===== src/include/oms_pkg.sv =====
package oms_pkg;

	// Timing
	localparam int CLK_PERIOD_NS = 50;
	localparam int TRIM_STEP_NS = 1000;
	localparam int TRIM_STEP_CYC = (TRIM_STEP_NS + CLK_PERIOD_NS - 1) / CLK_PERIOD_NS;
	localparam int TRIM_CNT_W = 8;
	localparam logic [1:0] PAUSE_OLD = 2'h2;
	localparam logic [1:0] PAUSE_NEW = 2'h3;
	localparam int PIN_DIV = 4;

	// Register offsets (byte addresses)
	localparam int ADDR_W = 12;
	localparam logic [ADDR_W-1:0] OFS_CTRL = 12'h000;
	localparam logic [ADDR_W-1:0] OFS_TRIM = 12'h004;
	localparam logic [ADDR_W-1:0] OFS_CTRL2 = 12'h008;
	localparam logic [ADDR_W-1:0] OFS_STATUS = 12'h00c;
	localparam logic [ADDR_W-1:0] OFS_FREQ = 12'h010;

	// Field positions
	localparam int CTRL_PS_LSB = 4;
	localparam int TRIM_LF_BIT = 7;
	localparam int TRIM_SW_BIT = 6;
	localparam int CTRL2_MED_BIT = 0;

	// Reset values
	localparam logic [2:0] PS_RESET = 3'h6;
	localparam logic [5:0] TRIM_RESET = 6'h00;

	// Postscaler codes and frequencies in kHz
	localparam logic [2:0] PS_16M = 3'h7;
	localparam logic [2:0] PS_8M = 3'h6;
	localparam logic [2:0] PS_4M = 3'h5;
	localparam logic [2:0] PS_500K = 3'h2;
	localparam logic [2:0] PS_31K = 3'h0;
	localparam logic [15:0] HF_TOP_KHZ = 16'h3e80;
	localparam logic [15:0] LF_KHZ = 16'h001f;
	localparam logic [17:0] MULT_LIMIT_KHZ = 18'h0fa00;

	typedef enum logic [2:0] {
		FOSC_EXT, FOSC_EXT_MULT, FOSC_XTAL, FOSC_XTAL_MULT,
		FOSC_INT_A, FOSC_INT_B, FOSC_INT_MULT_A, FOSC_INT_MULT_B
	} oms_fosc_t;

	typedef enum logic [1:0] {SRC_EXT, SRC_HF, SRC_MF, SRC_LF} oms_src_t;

	typedef enum logic [1:0] {SW_RUN, SW_OLD, SW_NEW} oms_sw_state_t;

	typedef struct packed {
		logic psel;
		logic penable;
		logic pwrite;
		logic [ADDR_W-1:0] paddr;
		logic [31:0] pwdata;
		logic [3:0] pstrb;
	} oms_apb_req_t;

	typedef struct packed {
		logic [31:0] prdata;
		logic pready;
		logic pslverr;
	} oms_apb_rsp_t;

	typedef struct packed {
		logic pwrt;
		logic fscm;
		logic wdt;
		logic two_speed;
	} oms_feat_t;

	typedef struct packed {
		logic feedback_amp_en;
		logic ost_start;
		logic lp_osc_en;
		logic mult_en;
		logic mult_active;
		logic sysclk_run;
		oms_src_t src;
		logic [5:0] trim_applied;
		logic [15:0] dev_freq_khz;
	} oms_clk_stat_t;

	typedef struct packed {
		logic [2:0] ps_sel;
		logic lf_sel;
		logic sw_en;
		logic [5:0] trim;
		logic med_sel;
		logic [31:0] prdata;
		logic [2:0] sync;
		oms_sw_state_t sw_state;
		oms_src_t cur_src;
		oms_src_t tgt_src;
		logic [1:0] pause_cnt;
		logic [TRIM_CNT_W-1:0] trim_cnt;
		logic rst_seen;
		logic pin_out;
		logic pin_oe;
		logic gpio7;
		logic gpio6;
		oms_clk_stat_t stat;
	} oms_state_t;

	typedef struct packed {
		logic [7:0] cnt;
		logic out;
	} oms_div_state_t;

endpackage


===== src/oms_clk_div.sv =====
`timescale 1ns/1ps
module oms_clk_div #(
	parameter int DIV = 4
) (
	// Clock and reset
	input wire logic pclk,
	input wire logic presetn,
	// Source edge
	input wire logic tick,
	// Divided level
	output logic clk_out
);

	oms_pkg::oms_div_state_t st_reg;
	oms_pkg::oms_div_state_t st_next;

	// Half period of DIV source ticks per output level
	always_comb
	begin
		st_next = st_reg;
		if (tick)
		begin
			if (st_reg.cnt == 8'(DIV / 2 - 1))
			begin
				st_next.cnt = 8'h00;
				st_next.out = ~st_reg.out;
			end
			else
				st_next.cnt = st_reg.cnt + 8'h01;
		end
	end

	always_ff @(posedge pclk or negedge presetn)
	begin
		if (!presetn)
			st_reg <= '0;
		else
			st_reg <= st_next;
	end

	assign clk_out = st_reg.out;

endmodule


===== src/oms_osc_ctrl.sv =====
// Added by the designer: the address map and the APB interface to the registers.
`timescale 1ns/1ps
module oms_osc_ctrl (
	// Clock and reset
	input wire logic pclk,
	input wire logic presetn,
	// APB slave
	input wire oms_pkg::oms_apb_req_t apb_req,
	output oms_pkg::oms_apb_rsp_t apb_rsp,
	// Configuration and system events
	input wire oms_pkg::oms_fosc_t fosc_mode,
	input wire logic mult_cfg_enable,
	input wire logic [15:0] ext_freq_khz,
	input wire oms_pkg::oms_feat_t feature_en,
	input wire logic wake_pulse,
	// Oscillator pins
	input wire logic osc_input_pin,
	output logic osc_output_pin_o,
	output logic osc_output_pin_oe,
	output logic port_a_bit_seven_gpio,
	output logic port_a_bit_six_gpio,
	// Clock tree status
	output oms_pkg::oms_clk_stat_t clk_stat
);

	oms_pkg::oms_state_t st_reg;
	oms_pkg::oms_state_t st_next;

	logic is_ext;
	logic is_xtal;
	logic is_int;
	logic pins_a;
	logic pins_b;
	logic cfg_mult;
	logic mult_en;
	logic ps_ok;
	logic mult_ok;
	logic mult_act;
	logic ext_edge;
	logic ext_div;
	logic int_div;
	logic apb_setup;
	logic apb_access;
	logic addr_hit;
	oms_pkg::oms_src_t int_src;
	oms_pkg::oms_src_t want_src;
	logic [15:0] ps_freq;
	logic [17:0] ext_x4;
	logic [15:0] dev_freq;

	// Mode decode
	assign is_ext = (fosc_mode == oms_pkg::FOSC_EXT) || (fosc_mode == oms_pkg::FOSC_EXT_MULT);
	assign is_xtal = (fosc_mode == oms_pkg::FOSC_XTAL) || (fosc_mode == oms_pkg::FOSC_XTAL_MULT);
	assign is_int = !is_ext && !is_xtal;
	assign pins_a = (fosc_mode == oms_pkg::FOSC_INT_A) || (fosc_mode == oms_pkg::FOSC_INT_MULT_A);
	assign pins_b = (fosc_mode == oms_pkg::FOSC_INT_B) || (fosc_mode == oms_pkg::FOSC_INT_MULT_B);

	// Multiplier enable and legality
	assign cfg_mult = mult_cfg_enable || (fosc_mode == oms_pkg::FOSC_EXT_MULT)
		|| (fosc_mode == oms_pkg::FOSC_XTAL_MULT);
	assign mult_en = is_int ? st_reg.sw_en : (st_reg.sw_en || cfg_mult);
	assign ps_ok = (st_reg.ps_sel == oms_pkg::PS_16M) || (st_reg.ps_sel == oms_pkg::PS_8M)
		|| (st_reg.ps_sel == oms_pkg::PS_4M);
	assign mult_ok = is_int ? ps_ok : 1'b1;
	assign mult_act = mult_en && mult_ok;

	// Low range source choice
	always_comb
	begin
		int_src = oms_pkg::SRC_HF;
		if (st_reg.ps_sel <= oms_pkg::PS_500K)
		begin
			if (st_reg.lf_sel && st_reg.med_sel)
				int_src = oms_pkg::SRC_MF;
			else if (st_reg.lf_sel)
				int_src = oms_pkg::SRC_HF;
			else if (st_reg.ps_sel == oms_pkg::PS_31K)
				int_src = oms_pkg::SRC_LF;
		end
	end

	assign want_src = is_int ? int_src : oms_pkg::SRC_EXT;

	// Postscaler output frequency, 31 kHz floor
	assign ps_freq = (st_reg.ps_sel == oms_pkg::PS_31K) ? oms_pkg::LF_KHZ
		: (oms_pkg::HF_TOP_KHZ >> (3'h7 - st_reg.ps_sel));
	assign ext_x4 = {ext_freq_khz, 2'b00};

	// Device clock frequency with multiplier
	always_comb
	begin
		if (is_int)
		begin
			if (mult_act)
				dev_freq = 16'({ps_freq, 2'b00});
			else
				dev_freq = ps_freq;
		end
		else if (mult_act)
		begin
			if (ext_x4 > oms_pkg::MULT_LIMIT_KHZ)
				dev_freq = oms_pkg::MULT_LIMIT_KHZ[15:0];
			else
				dev_freq = ext_x4[15:0];
		end
		else
			dev_freq = ext_freq_khz;
	end

	// Pin synchroniser, edge taken after second stage
	assign ext_edge = st_reg.sync[1] && !st_reg.sync[2];

	function automatic logic src_tick(input oms_pkg::oms_src_t src, input logic edge_in);
		// Internal sources are modelled as ticking every cycle
		src_tick = (src == oms_pkg::SRC_EXT) ? edge_in : 1'b1;
	endfunction

	oms_clk_div #(
		.DIV(oms_pkg::PIN_DIV)
	) u_ext_div (
		.pclk(pclk),
		.presetn(presetn),
		.tick(ext_edge),
		.clk_out(ext_div)
	);

	oms_clk_div #(
		.DIV(oms_pkg::PIN_DIV)
	) u_int_div (
		.pclk(pclk),
		.presetn(presetn),
		.tick(st_reg.stat.sysclk_run),
		.clk_out(int_div)
	);

	// APB decode
	assign apb_setup = apb_req.psel && !apb_req.penable;
	assign apb_access = apb_req.psel && apb_req.penable;
	assign addr_hit = (apb_req.paddr == oms_pkg::OFS_CTRL) || (apb_req.paddr == oms_pkg::OFS_TRIM)
		|| (apb_req.paddr == oms_pkg::OFS_CTRL2) || (apb_req.paddr == oms_pkg::OFS_STATUS)
		|| (apb_req.paddr == oms_pkg::OFS_FREQ);

	always_comb
	begin
		st_next = st_reg;
		st_next.sync = {st_reg.sync[1:0], osc_input_pin};
		st_next.rst_seen = 1'b1;

		// Read data captured in setup, held through access
		if (apb_setup)
		begin
			case (apb_req.paddr)
				oms_pkg::OFS_CTRL: st_next.prdata = {25'h0, st_reg.ps_sel, 4'h0};
				oms_pkg::OFS_TRIM: st_next.prdata = {24'h0, st_reg.lf_sel, st_reg.sw_en, st_reg.trim};
				oms_pkg::OFS_CTRL2: st_next.prdata = {31'h0, st_reg.med_sel};
				oms_pkg::OFS_STATUS: st_next.prdata = {26'h0, st_reg.stat.feedback_amp_en,
					st_reg.stat.lp_osc_en, st_reg.cur_src, st_reg.stat.sysclk_run, st_reg.stat.mult_active};
				oms_pkg::OFS_FREQ: st_next.prdata = {16'h0, st_reg.stat.dev_freq_khz};
				default: st_next.prdata = 32'h0;
			endcase
		end

		// Writes on the access edge, low byte lane only
		if (apb_access && apb_req.pwrite && apb_req.pstrb[0])
		begin
			case (apb_req.paddr)
				oms_pkg::OFS_CTRL: st_next.ps_sel = apb_req.pwdata[oms_pkg::CTRL_PS_LSB +: 3];
				oms_pkg::OFS_TRIM:
				begin
					st_next.lf_sel = apb_req.pwdata[oms_pkg::TRIM_LF_BIT];
					st_next.sw_en = apb_req.pwdata[oms_pkg::TRIM_SW_BIT];
					st_next.trim = apb_req.pwdata[5:0];
				end
				oms_pkg::OFS_CTRL2: st_next.med_sel = apb_req.pwdata[oms_pkg::CTRL2_MED_BIT];
				default: st_next.med_sel = st_reg.med_sel;
			endcase
		end

		// Trim drifts one step per interval toward the written value
		if (st_reg.stat.trim_applied != st_reg.trim)
		begin
			if (st_reg.trim_cnt == oms_pkg::TRIM_CNT_W'(oms_pkg::TRIM_STEP_CYC - 1))
			begin
				st_next.trim_cnt = '0;
				if (st_reg.stat.trim_applied < st_reg.trim)
					st_next.stat.trim_applied = st_reg.stat.trim_applied + 6'h01;
				else
					st_next.stat.trim_applied = st_reg.stat.trim_applied - 6'h01;
			end
			else
				st_next.trim_cnt = st_reg.trim_cnt + 1'b1;
		end
		else
			st_next.trim_cnt = '0;

		// Glitch-free switch pause
		case (st_reg.sw_state)
			oms_pkg::SW_RUN:
			begin
				if (!st_reg.rst_seen)
					st_next.cur_src = want_src;
				else if (want_src != st_reg.cur_src)
				begin
					st_next.tgt_src = want_src;
					st_next.pause_cnt = 2'h0;
					st_next.sw_state = oms_pkg::SW_OLD;
				end
			end
			oms_pkg::SW_OLD:
			begin
				if (src_tick(st_reg.cur_src, ext_edge))
				begin
					if (st_reg.pause_cnt == oms_pkg::PAUSE_OLD - 2'h1)
					begin
						st_next.pause_cnt = 2'h0;
						st_next.cur_src = st_reg.tgt_src;
						st_next.sw_state = oms_pkg::SW_NEW;
					end
					else
						st_next.pause_cnt = st_reg.pause_cnt + 2'h1;
				end
			end
			oms_pkg::SW_NEW:
			begin
				if (src_tick(st_reg.cur_src, ext_edge))
				begin
					if (st_reg.pause_cnt == oms_pkg::PAUSE_NEW - 2'h1)
						st_next.sw_state = oms_pkg::SW_RUN;
					else
						st_next.pause_cnt = st_reg.pause_cnt + 2'h1;
				end
			end
			default: st_next.sw_state = oms_pkg::SW_RUN;
		endcase

		// Pins
		// Pin-out level held low in modes that show no clock
		st_next.pin_out = is_ext ? ext_div : (pins_a && int_div);
		st_next.pin_oe = is_ext || pins_a;
		st_next.gpio7 = is_int;
		st_next.gpio6 = pins_b;

		// Clock tree status
		st_next.stat.feedback_amp_en = is_xtal;
		st_next.stat.ost_start = is_xtal && (wake_pulse || !st_reg.rst_seen);
		st_next.stat.lp_osc_en = (st_next.cur_src == oms_pkg::SRC_LF) || (|feature_en);
		st_next.stat.mult_en = mult_en;
		st_next.stat.mult_active = mult_act;
		st_next.stat.sysclk_run = (st_next.sw_state == oms_pkg::SW_RUN);
		st_next.stat.src = st_next.cur_src;
		st_next.stat.dev_freq_khz = dev_freq;
	end

	always_ff @(posedge pclk or negedge presetn)
	begin
		if (!presetn)
		begin
			st_reg <= '0;
			st_reg.ps_sel <= oms_pkg::PS_RESET;
			st_reg.trim <= oms_pkg::TRIM_RESET;
			st_reg.stat.trim_applied <= oms_pkg::TRIM_RESET;
		end
		else
			st_reg <= st_next;
	end

	assign apb_rsp.prdata = st_reg.prdata;
	assign apb_rsp.pready = 1'b1;
	assign apb_rsp.pslverr = apb_access && !addr_hit;
	assign osc_output_pin_o = st_reg.pin_out;
	assign osc_output_pin_oe = st_reg.pin_oe;
	assign port_a_bit_seven_gpio = st_reg.gpio7;
	assign port_a_bit_six_gpio = st_reg.gpio6;
	assign clk_stat = st_reg.stat;
endmodule


===== config.mk =====
export PLATFORM = sky130hd
export DESIGN_NAME = oms_osc_ctrl
export DESIGN_NICKNAME = d
export VERILOG_FILES = /design/src/include/oms_pkg.sv /design/src/oms_clk_div.sv /design/src/oms_osc_ctrl.sv
export SDC_FILE = /design/constraint.sdc
export NUM_CORES = 1
export LEC_CHECK = 0
export BUFFER_PORTS_ARGS = -buffer_cell sky130_fd_sc_hd__buf_2
export CAP_MARGIN = 20
export CORE_MARGIN = 8
export CORE_UTILIZATION = 44
export CTS_CLUSTER_SIZE = 10
export DETAILED_ROUTE_END_ITERATION = 12
export PLACE_DENSITY = 0.66
export SYNTH_ARGS = -nofsm -noshare
export SYNTH_HDL_FRONTEND = slang
export SYNTH_SLANG_ARGS = --single-unit

===== constraint.sdc =====
create_clock -name pclk -period 2.8 [get_ports pclk]
set_input_delay 0.84 -clock pclk [delete_from_list [all_inputs] [get_ports pclk]]
set_output_delay 0.84 -clock pclk [all_outputs]
set_load 0.03 [all_outputs]

==> metrics.txt, run 1 <==
vias per inst slightly above 5; Clock Latency Late Sink 0.34 ns; leading cell types in the layout, fill and taps excluded 98 x buf_2, 96 x dfrtp_1, 48 x nand2_1; syn avg cell area a little under 10 um^2; GRT Util Overall 15.7%; crit share post-route 100%; DP HPWL 9.89 mm; gpl congestion 0.847; most frequent CP cell buf_6; largest net degree at the start of global routing just under 60; synthesized area between 5000 and 6000 um^2; routed length per instance 15.6 um; Max Slew Vio Count 0; vias in the first global route 4200; Nets 734; Tmin final 2.80 ns; largest cells by area after synthesis dfrtp_1 43%, buf_4 8.5%, ha_1 5.0%; share of cells above drive strength 1 26.5%; worst vdd ir 298 uV; die height ~130 um; worst setup margin -0.00396 ns; Syn Inst Count roughly 570; Pre-antenna DRT Iters 4; Util after Layout 49.9%; ys async rst share 100%; die width 128 um; synth warn 0; max reg flops 30; CTS tree done; Cell Chain, Critical Path buf_6 -> or4_4 -> nor4_4 -> a21oi_2 -> buf_6; worst path required time 1.96 ns; Post-synth EDFFs 0; max cap viols 0; Slowest-stage cell, CP or4_4; RSZ-0062 raised after global routing true; Max Freq 0.357 GHz; crit end category output pin; first-pass GRT wire length 20.8 mm; Leak 3.00 nW; CORE AREA approximately 12000 um^2; CTS Buf Count 9; IO Count approximately 150; Inserted Diodes 0; area delta synth->final 12.1%; DRC violations left 0; hold path start st_next[52]; slowest cell delay on critical path 0.53 ns; ys flop type dfrtp_1; drt total wl 12.6 mm; clk_skew 0.00705 ns; Hold Violations, Final 0; DIE AREA ~16000 um^2; Root Driver clkbuf_16; Vias 4175; port buffer count between 100 and 150; largest area contributor in the netlist dfrtp_1; pwr/cell area 635 nW/um^2; Rows 41; worst-margin pin slew slightly above 0.7 ns; post-route ant nets 0; initial antenna violation count 0; Slew HR 52.3%; #FFs+latches synth 98; Worst Setup Start Kind input port; status finished, violations left; post-synth top area share 43.3%; Distinct cells, synth 63; DR iter-0 viols 239; clock sinks 98; violations in the final reports negative setup slack; Seq/Total Area, Yosys 44.2%; H-tree depth 3; GRT overflow 0; R2R Path Start st_reg[91]; WP buf/inv 2; final number of setup-violating endpoints 1; crit path max fanout 2; crit-path leading delay family simple AND/OR/NAND/NOR gates; worst hold path class reg -> reg; CP Class in -> out; initial core utilization 44.5%; CTS clk-pin slew, worst paths roughly 0.060 ns; Arrival @ worst endpoint 1.96 ns; most common cell after layout, fill and taps aside buf_2; CTS max path bufs 2; pre-CTS setup slack -0.0290 ns; setup slack, reg-to-reg 0.17 ns; critical path launch point apb_req[43]
## cells by family after synthesis
logic type	after synthesis	synth area share, %
AO/OA/AOI/OAI	125	14.5
XOR/XNOR	21	3.31
adder cells (fa/ha/maj)	23	5.32
buffers and inverters	103	11.4
flip-flops	98	44.2
multiplexers	27	5.21
other	2	0.135
AND/OR/NAND/NOR	172	15.8
## final timing paths
check | to | cells past startpoint
max | apb_rsp[0] | 5
min | st_next[53] | 0
max reg2reg | clk_stat[20] | 11
min reg2reg | st_next[53] | 0
max in group asynchronous | apb_rsp[11] | 2
min in group asynchronous | st_next[52] | 1
## final cells by class
class	instances	area, um^2
clock buffers	12	246
clock inverters	4	52.6
flip-flops and latches	98	2450
multi-input cells	386	2530
repair buffers	118	652
inverters	19	71.3
well taps	172	215
fillers	1163	6240
## per-layer routing
metal / GRT usage, % / vias up / wire (um)
met5: 0 / - / 0
met4: 6.50 / 0 / 174
met3: 3.20 / 14 / 781
met2: 26.2 / 115 / 6240
met1: 19.3 / 2018 / 5440
li1: - / 2028 / -
## cells in the mapped netlist, types with 2 or more instances
cell type   n
a211oi_1    4
a21boi_0    2
a21o_1      7
a21oi_1    34
a22o_2      8
a22oi_1     8
a31oi_1     2
a32o_1      2
and2_1      3
and3_1      5
buf_2       2
buf_4      63
clkbuf_1   17
conb_1      2
dfrtp_1    96
dfstp_2     2
ha_1       22
inv_1      19
mux2_2     14
mux2i_1    12
nand2_1    48
nand2b_1    4
nand3_1    18
nand3b_1    5
nand4_1     6
nand4_2     2
nor2_1     42
nor2b_1    10
nor3_1      7
nor3b_1     3
nor4_1      3
o211ai_1    4
o21a_1      4
o21ai_0    31
o22ai_1     5
o31ai_1     4
or2_2       3
or3_1       3
or4_1       2
xnor2_1    15
xor2_1      6
## through the flow
| step | area, um^2 | instances | total power [mW] | hold WS (ns) | TNS [ns] |
|---|---|---|---|---|---|
| 2_1_floorplan | 5610 | 587 | 2.50 | 0.331 | -0.0164 |
| 3_5_place_dp | 5880 | 791 | 2.75 | 0.336 | -0.0296 |
| 5_1_grt | 6220 | 809 | 4.18 | 0.354 | -0.0688 |
| 6_report | 6220 | 809 | 3.95 | 0.347 | -0.00396 |
| 3_3_place_gp | 5880 | 791 | 2.70 | 0.334 | -0.0329 |
| 4_1_cts | 6200 | 807 | 3.99 | 0.351 | 0 |
## what timing repair did
| action | CTS | global route |
|---|---|---|
| pin swaps | 0 | 1 |
| resized for setup | 4 | 1 |
| hold buffers | 0 | 0 |
| endpoints found under the hold margin | 0 | 0 |
| setup endpoints to repair | 2 | 2 |
| setup buffers | 0 | 2 |
## where the power goes
| group | switching, mW | total, mW | leakage [nW] | internal (mW) |
|---|---|---|---|---|
| combinational | 0.567 | 0.940 | 1.59 | 0.373 |
| sequential | 0.195 | 1.78 | 1.28 | 1.58 |
| clock | 0.513 | 1.23 | 0.135 | 0.717 |
Note: power is estimated with default switching activity, not from simulation.
==> run 2: changes to the inputs <==
--- a/config.mk
+++ b/config.mk
@@ -11,7 +11,7 @@
 export CORE_UTILIZATION = 44
 export CTS_CLUSTER_SIZE = 10
 export DETAILED_ROUTE_END_ITERATION = 12
-export PLACE_DENSITY = 0.66
+export PLACE_DENSITY = 0.69
 export SYNTH_ARGS = -nofsm -noshare
 export SYNTH_HDL_FRONTEND = slang
 export SYNTH_SLANG_ARGS = --single-unit
==> metrics.txt, run 2 (synthesized netlist as in run 1, its figures left out) <==
violations in the final reports negative setup slack (unchanged); Clock Latency Late Sink 0.34 ns (about the same); worst setup margin -0.000307 ns (was -0.00396 ns); gpl congestion 0.841 (was 0.847); CTS tree done (unchanged); final number of setup-violating endpoints 1 (unchanged); DIE AREA 16500 um^2 (unchanged); Inserted Diodes 0 (unchanged); setup slack, reg-to-reg 0.22 ns (was 0.17 ns); WP buf/inv 2 (unchanged); Rows 41 (unchanged); most frequent CP cell buf_6 (unchanged); post-route ant nets 0 (unchanged); GRT overflow 0 (unchanged); Pre-antenna DRT Iters 5 (was 4); worst-margin pin slew 0.602 ns (was 0.715 ns); worst path required time 1.96 ns (about the same); first-pass GRT wire length 20.8 mm (about the same); worst vdd ir 347 uV (was 298 uV); CORE AREA 12500 um^2 (unchanged); crit path max fanout 2 (unchanged); Max Freq 0.357 GHz (about the same); CP Class in -> out (unchanged); clk_skew 0.00709 ns (was 0.00705 ns); port buffer count 102 (unchanged); CTS max path bufs 2 (unchanged); Worst Setup Start Kind input port (unchanged); Cell Chain, Critical Path buf_6 -> or4_4 -> nor4_4 -> a21oi_2 -> buf_6 (unchanged); H-tree depth 3 (unchanged); Vias 4190 (was 4175); Gate power share 22.7% (was 23.8%); Layout fillers 1142 (was 1163); clock sinks 98 (unchanged); R2R Path Start clk_stat[20] (was st_reg[91]); crit end category output pin (unchanged); Pint 2.86 mW (was 2.67 mW); drt total wl 12.5 mm (was 12.6 mm); Tmin final 2.80 ns (about the same); worst hold path class reg -> reg (unchanged); CTS Buf Count 9 (unchanged); Hold Violations, Final 0 (unchanged); Slowest-stage cell, CP or4_4 (unchanged); status finished, violations left (unchanged); multi-input logic area 2530 um^2 (about the same); sw frac 31.1% (was 32.3%); crit share post-route 100% (about the same); routed length per instance 15.5 um (was 15.6 um); clock power share 34.4% (was 31.2%); largest net degree at the start of global routing 44 (was 59); area delta synth->final 13.0% (was 12.1%); total power 4.15 mW (was 3.95 mW); Root Driver clkbuf_16 (unchanged); hold path start st_next[52] (unchanged); most common cell after layout, fill and taps aside buf_2 (unchanged); r2r endpoint clk_stat[21] (was clk_stat[20]); CTS clk-pin slew, worst paths 0.06 ns (about the same); DP HPWL 9.79 mm (was 9.89 mm); Psw 1.29 mW (was 1.28 mW); DRC violations left 0 (unchanged); die height 128 um (unchanged); GRT Util Overall 15.8% (was 15.7%); r2r worst-path depth 11 (unchanged); critical path launch point apb_req[43] (unchanged); vias per inst 5.18 (was 5.16); slowest cell delay on critical path 0.53 ns (about the same); Slew HR 59.4% (was 52.3%); Max Slew Vio Count 0 (unchanged); Worst Setup EP apb_rsp[0] (unchanged); vias in the first global route 4286 (was 4200); initial antenna violation count 0 (unchanged); flip-flop and latch area 2450 um^2 (unchanged); pwr/cell area 661 nW/um^2 (was 635 nW/um^2); crit-path leading delay family simple AND/OR/NAND/NOR gates (unchanged); Nets 734 (unchanged); die width 128 um (unchanged); Arrival @ worst endpoint 1.96 ns (about the same); max reg flops 30 (unchanged); Flop pwr share 42.9% (was 45.1%); Leak 3.03 nW (was 3.00 nW); Stages on worst setup path 5 (unchanged); RSZ-0062 raised after global routing true (unchanged); Util after Layout 50.3% (was 49.9%); DR iter-0 viols 307 (was 239); max cap viols 0 (unchanged); leading cell types in the layout, fill and taps excluded 99 x buf_2, 96 x dfrtp_1, 48 x nand2_1 (was 98 x buf_2, 96 x dfrtp_1, 48 x nand2_1); Post-CTS Hold Buffers 0 (unchanged); share of cells above drive strength 1 27.0% (was 26.5%); initial core utilization 44.5% (unchanged); IO Count 147 (unchanged)
-- run 2: changes by cell type in the layout (fill, tap and decap cells not counted), sizes merged --
cell / before / now
clkinv: 0 / 1
bufinv: 1 / 3
inv: 19 / 20
clkinvlp: 3 / 1
clkbuf: 12 / 10
-- run 2: what timing repair did --
item / 4_1_cts / 5_1_grt
endpoints found under the setup margin: 1 / 3
hold endpoints to repair: 0 / 0
resized for setup: 3 / 3
setup buffers: 0 / 1
-- run 2: metal layers --
metal | track usage [%] | vias to the layer above | share of wire [%]
met2 | 25.7 | 109 | 48
met5 | 0 | - | 0
met4 | 6.99 | 0 | 1.9
met3 | 3.58 | 16 | 5.6
li1 | - | 2037 | -
met1 | 19.6 | 2028 | 44
-- run 2: metrics by stage --
| step | instance area [um^2] | hold slack [ns] | TNS, ns | cells | setup slack, ns |
|---|---|---|---|---|---|
| after detailed placement | 5890 | 0.337 | -0.0522 | 792 | -0.0429 |
| after floorplan | 5610 | 0.331 | -0.0164 | 587 | -0.0164 |
| after global routing | 6270 | 0.353 | -0.0344 | 809 | -0.0344 |
| final | 6270 | 0.348 | -0.000307 | 809 | -0.000307 |
| after CTS | 6250 | 0.352 | -0.0144 | 808 | -0.0144 |
| after global placement | 5890 | 0.333 | -0.0164 | 792 | -0.0164 |
-- run 2: layout make-up --
type                            count  share of cell area (%)
Inverter                           19                    1.14
Multi-Input combinational cell    386                    40.4
Tap cell                          172                    3.43
Clock buffer                       10                    3.81
Sequential cell                    98                    39.1
Timing Repair Buffer              118                    10.3
Clock inverter                      6                    1.78
-- run 2: how the worst min path moves through the flow --
| stage | endpoint | slack [ns] | cells past startpoint |
|---|---|---|---|
| floorplan | st_next[53] | 0.33 | 0 |
| global placement | st_next[53] | 0.33 | 0 |
| detailed placement | st_next[53] | 0.34 | 0 |
| CTS | st_next[53] | 0.35 | 0 |
| global route | st_next[53] | 0.35 | 0 |
| finish | st_next[53] | 0.35 | 0 |
-- run 2: power groups by stage --
stage	Clock [mW]	Combinational (mW)	Sequential (mW)
6_report	1.42	0.943	1.78
5_1_grt	1.51	1.06	1.80
4_1_cts	1.46	0.950	1.78
3_5_place_dp	0	0.945	1.80
3_3_place_gp	0	0.910	1.79
2_1_floorplan	0	0.747	1.76
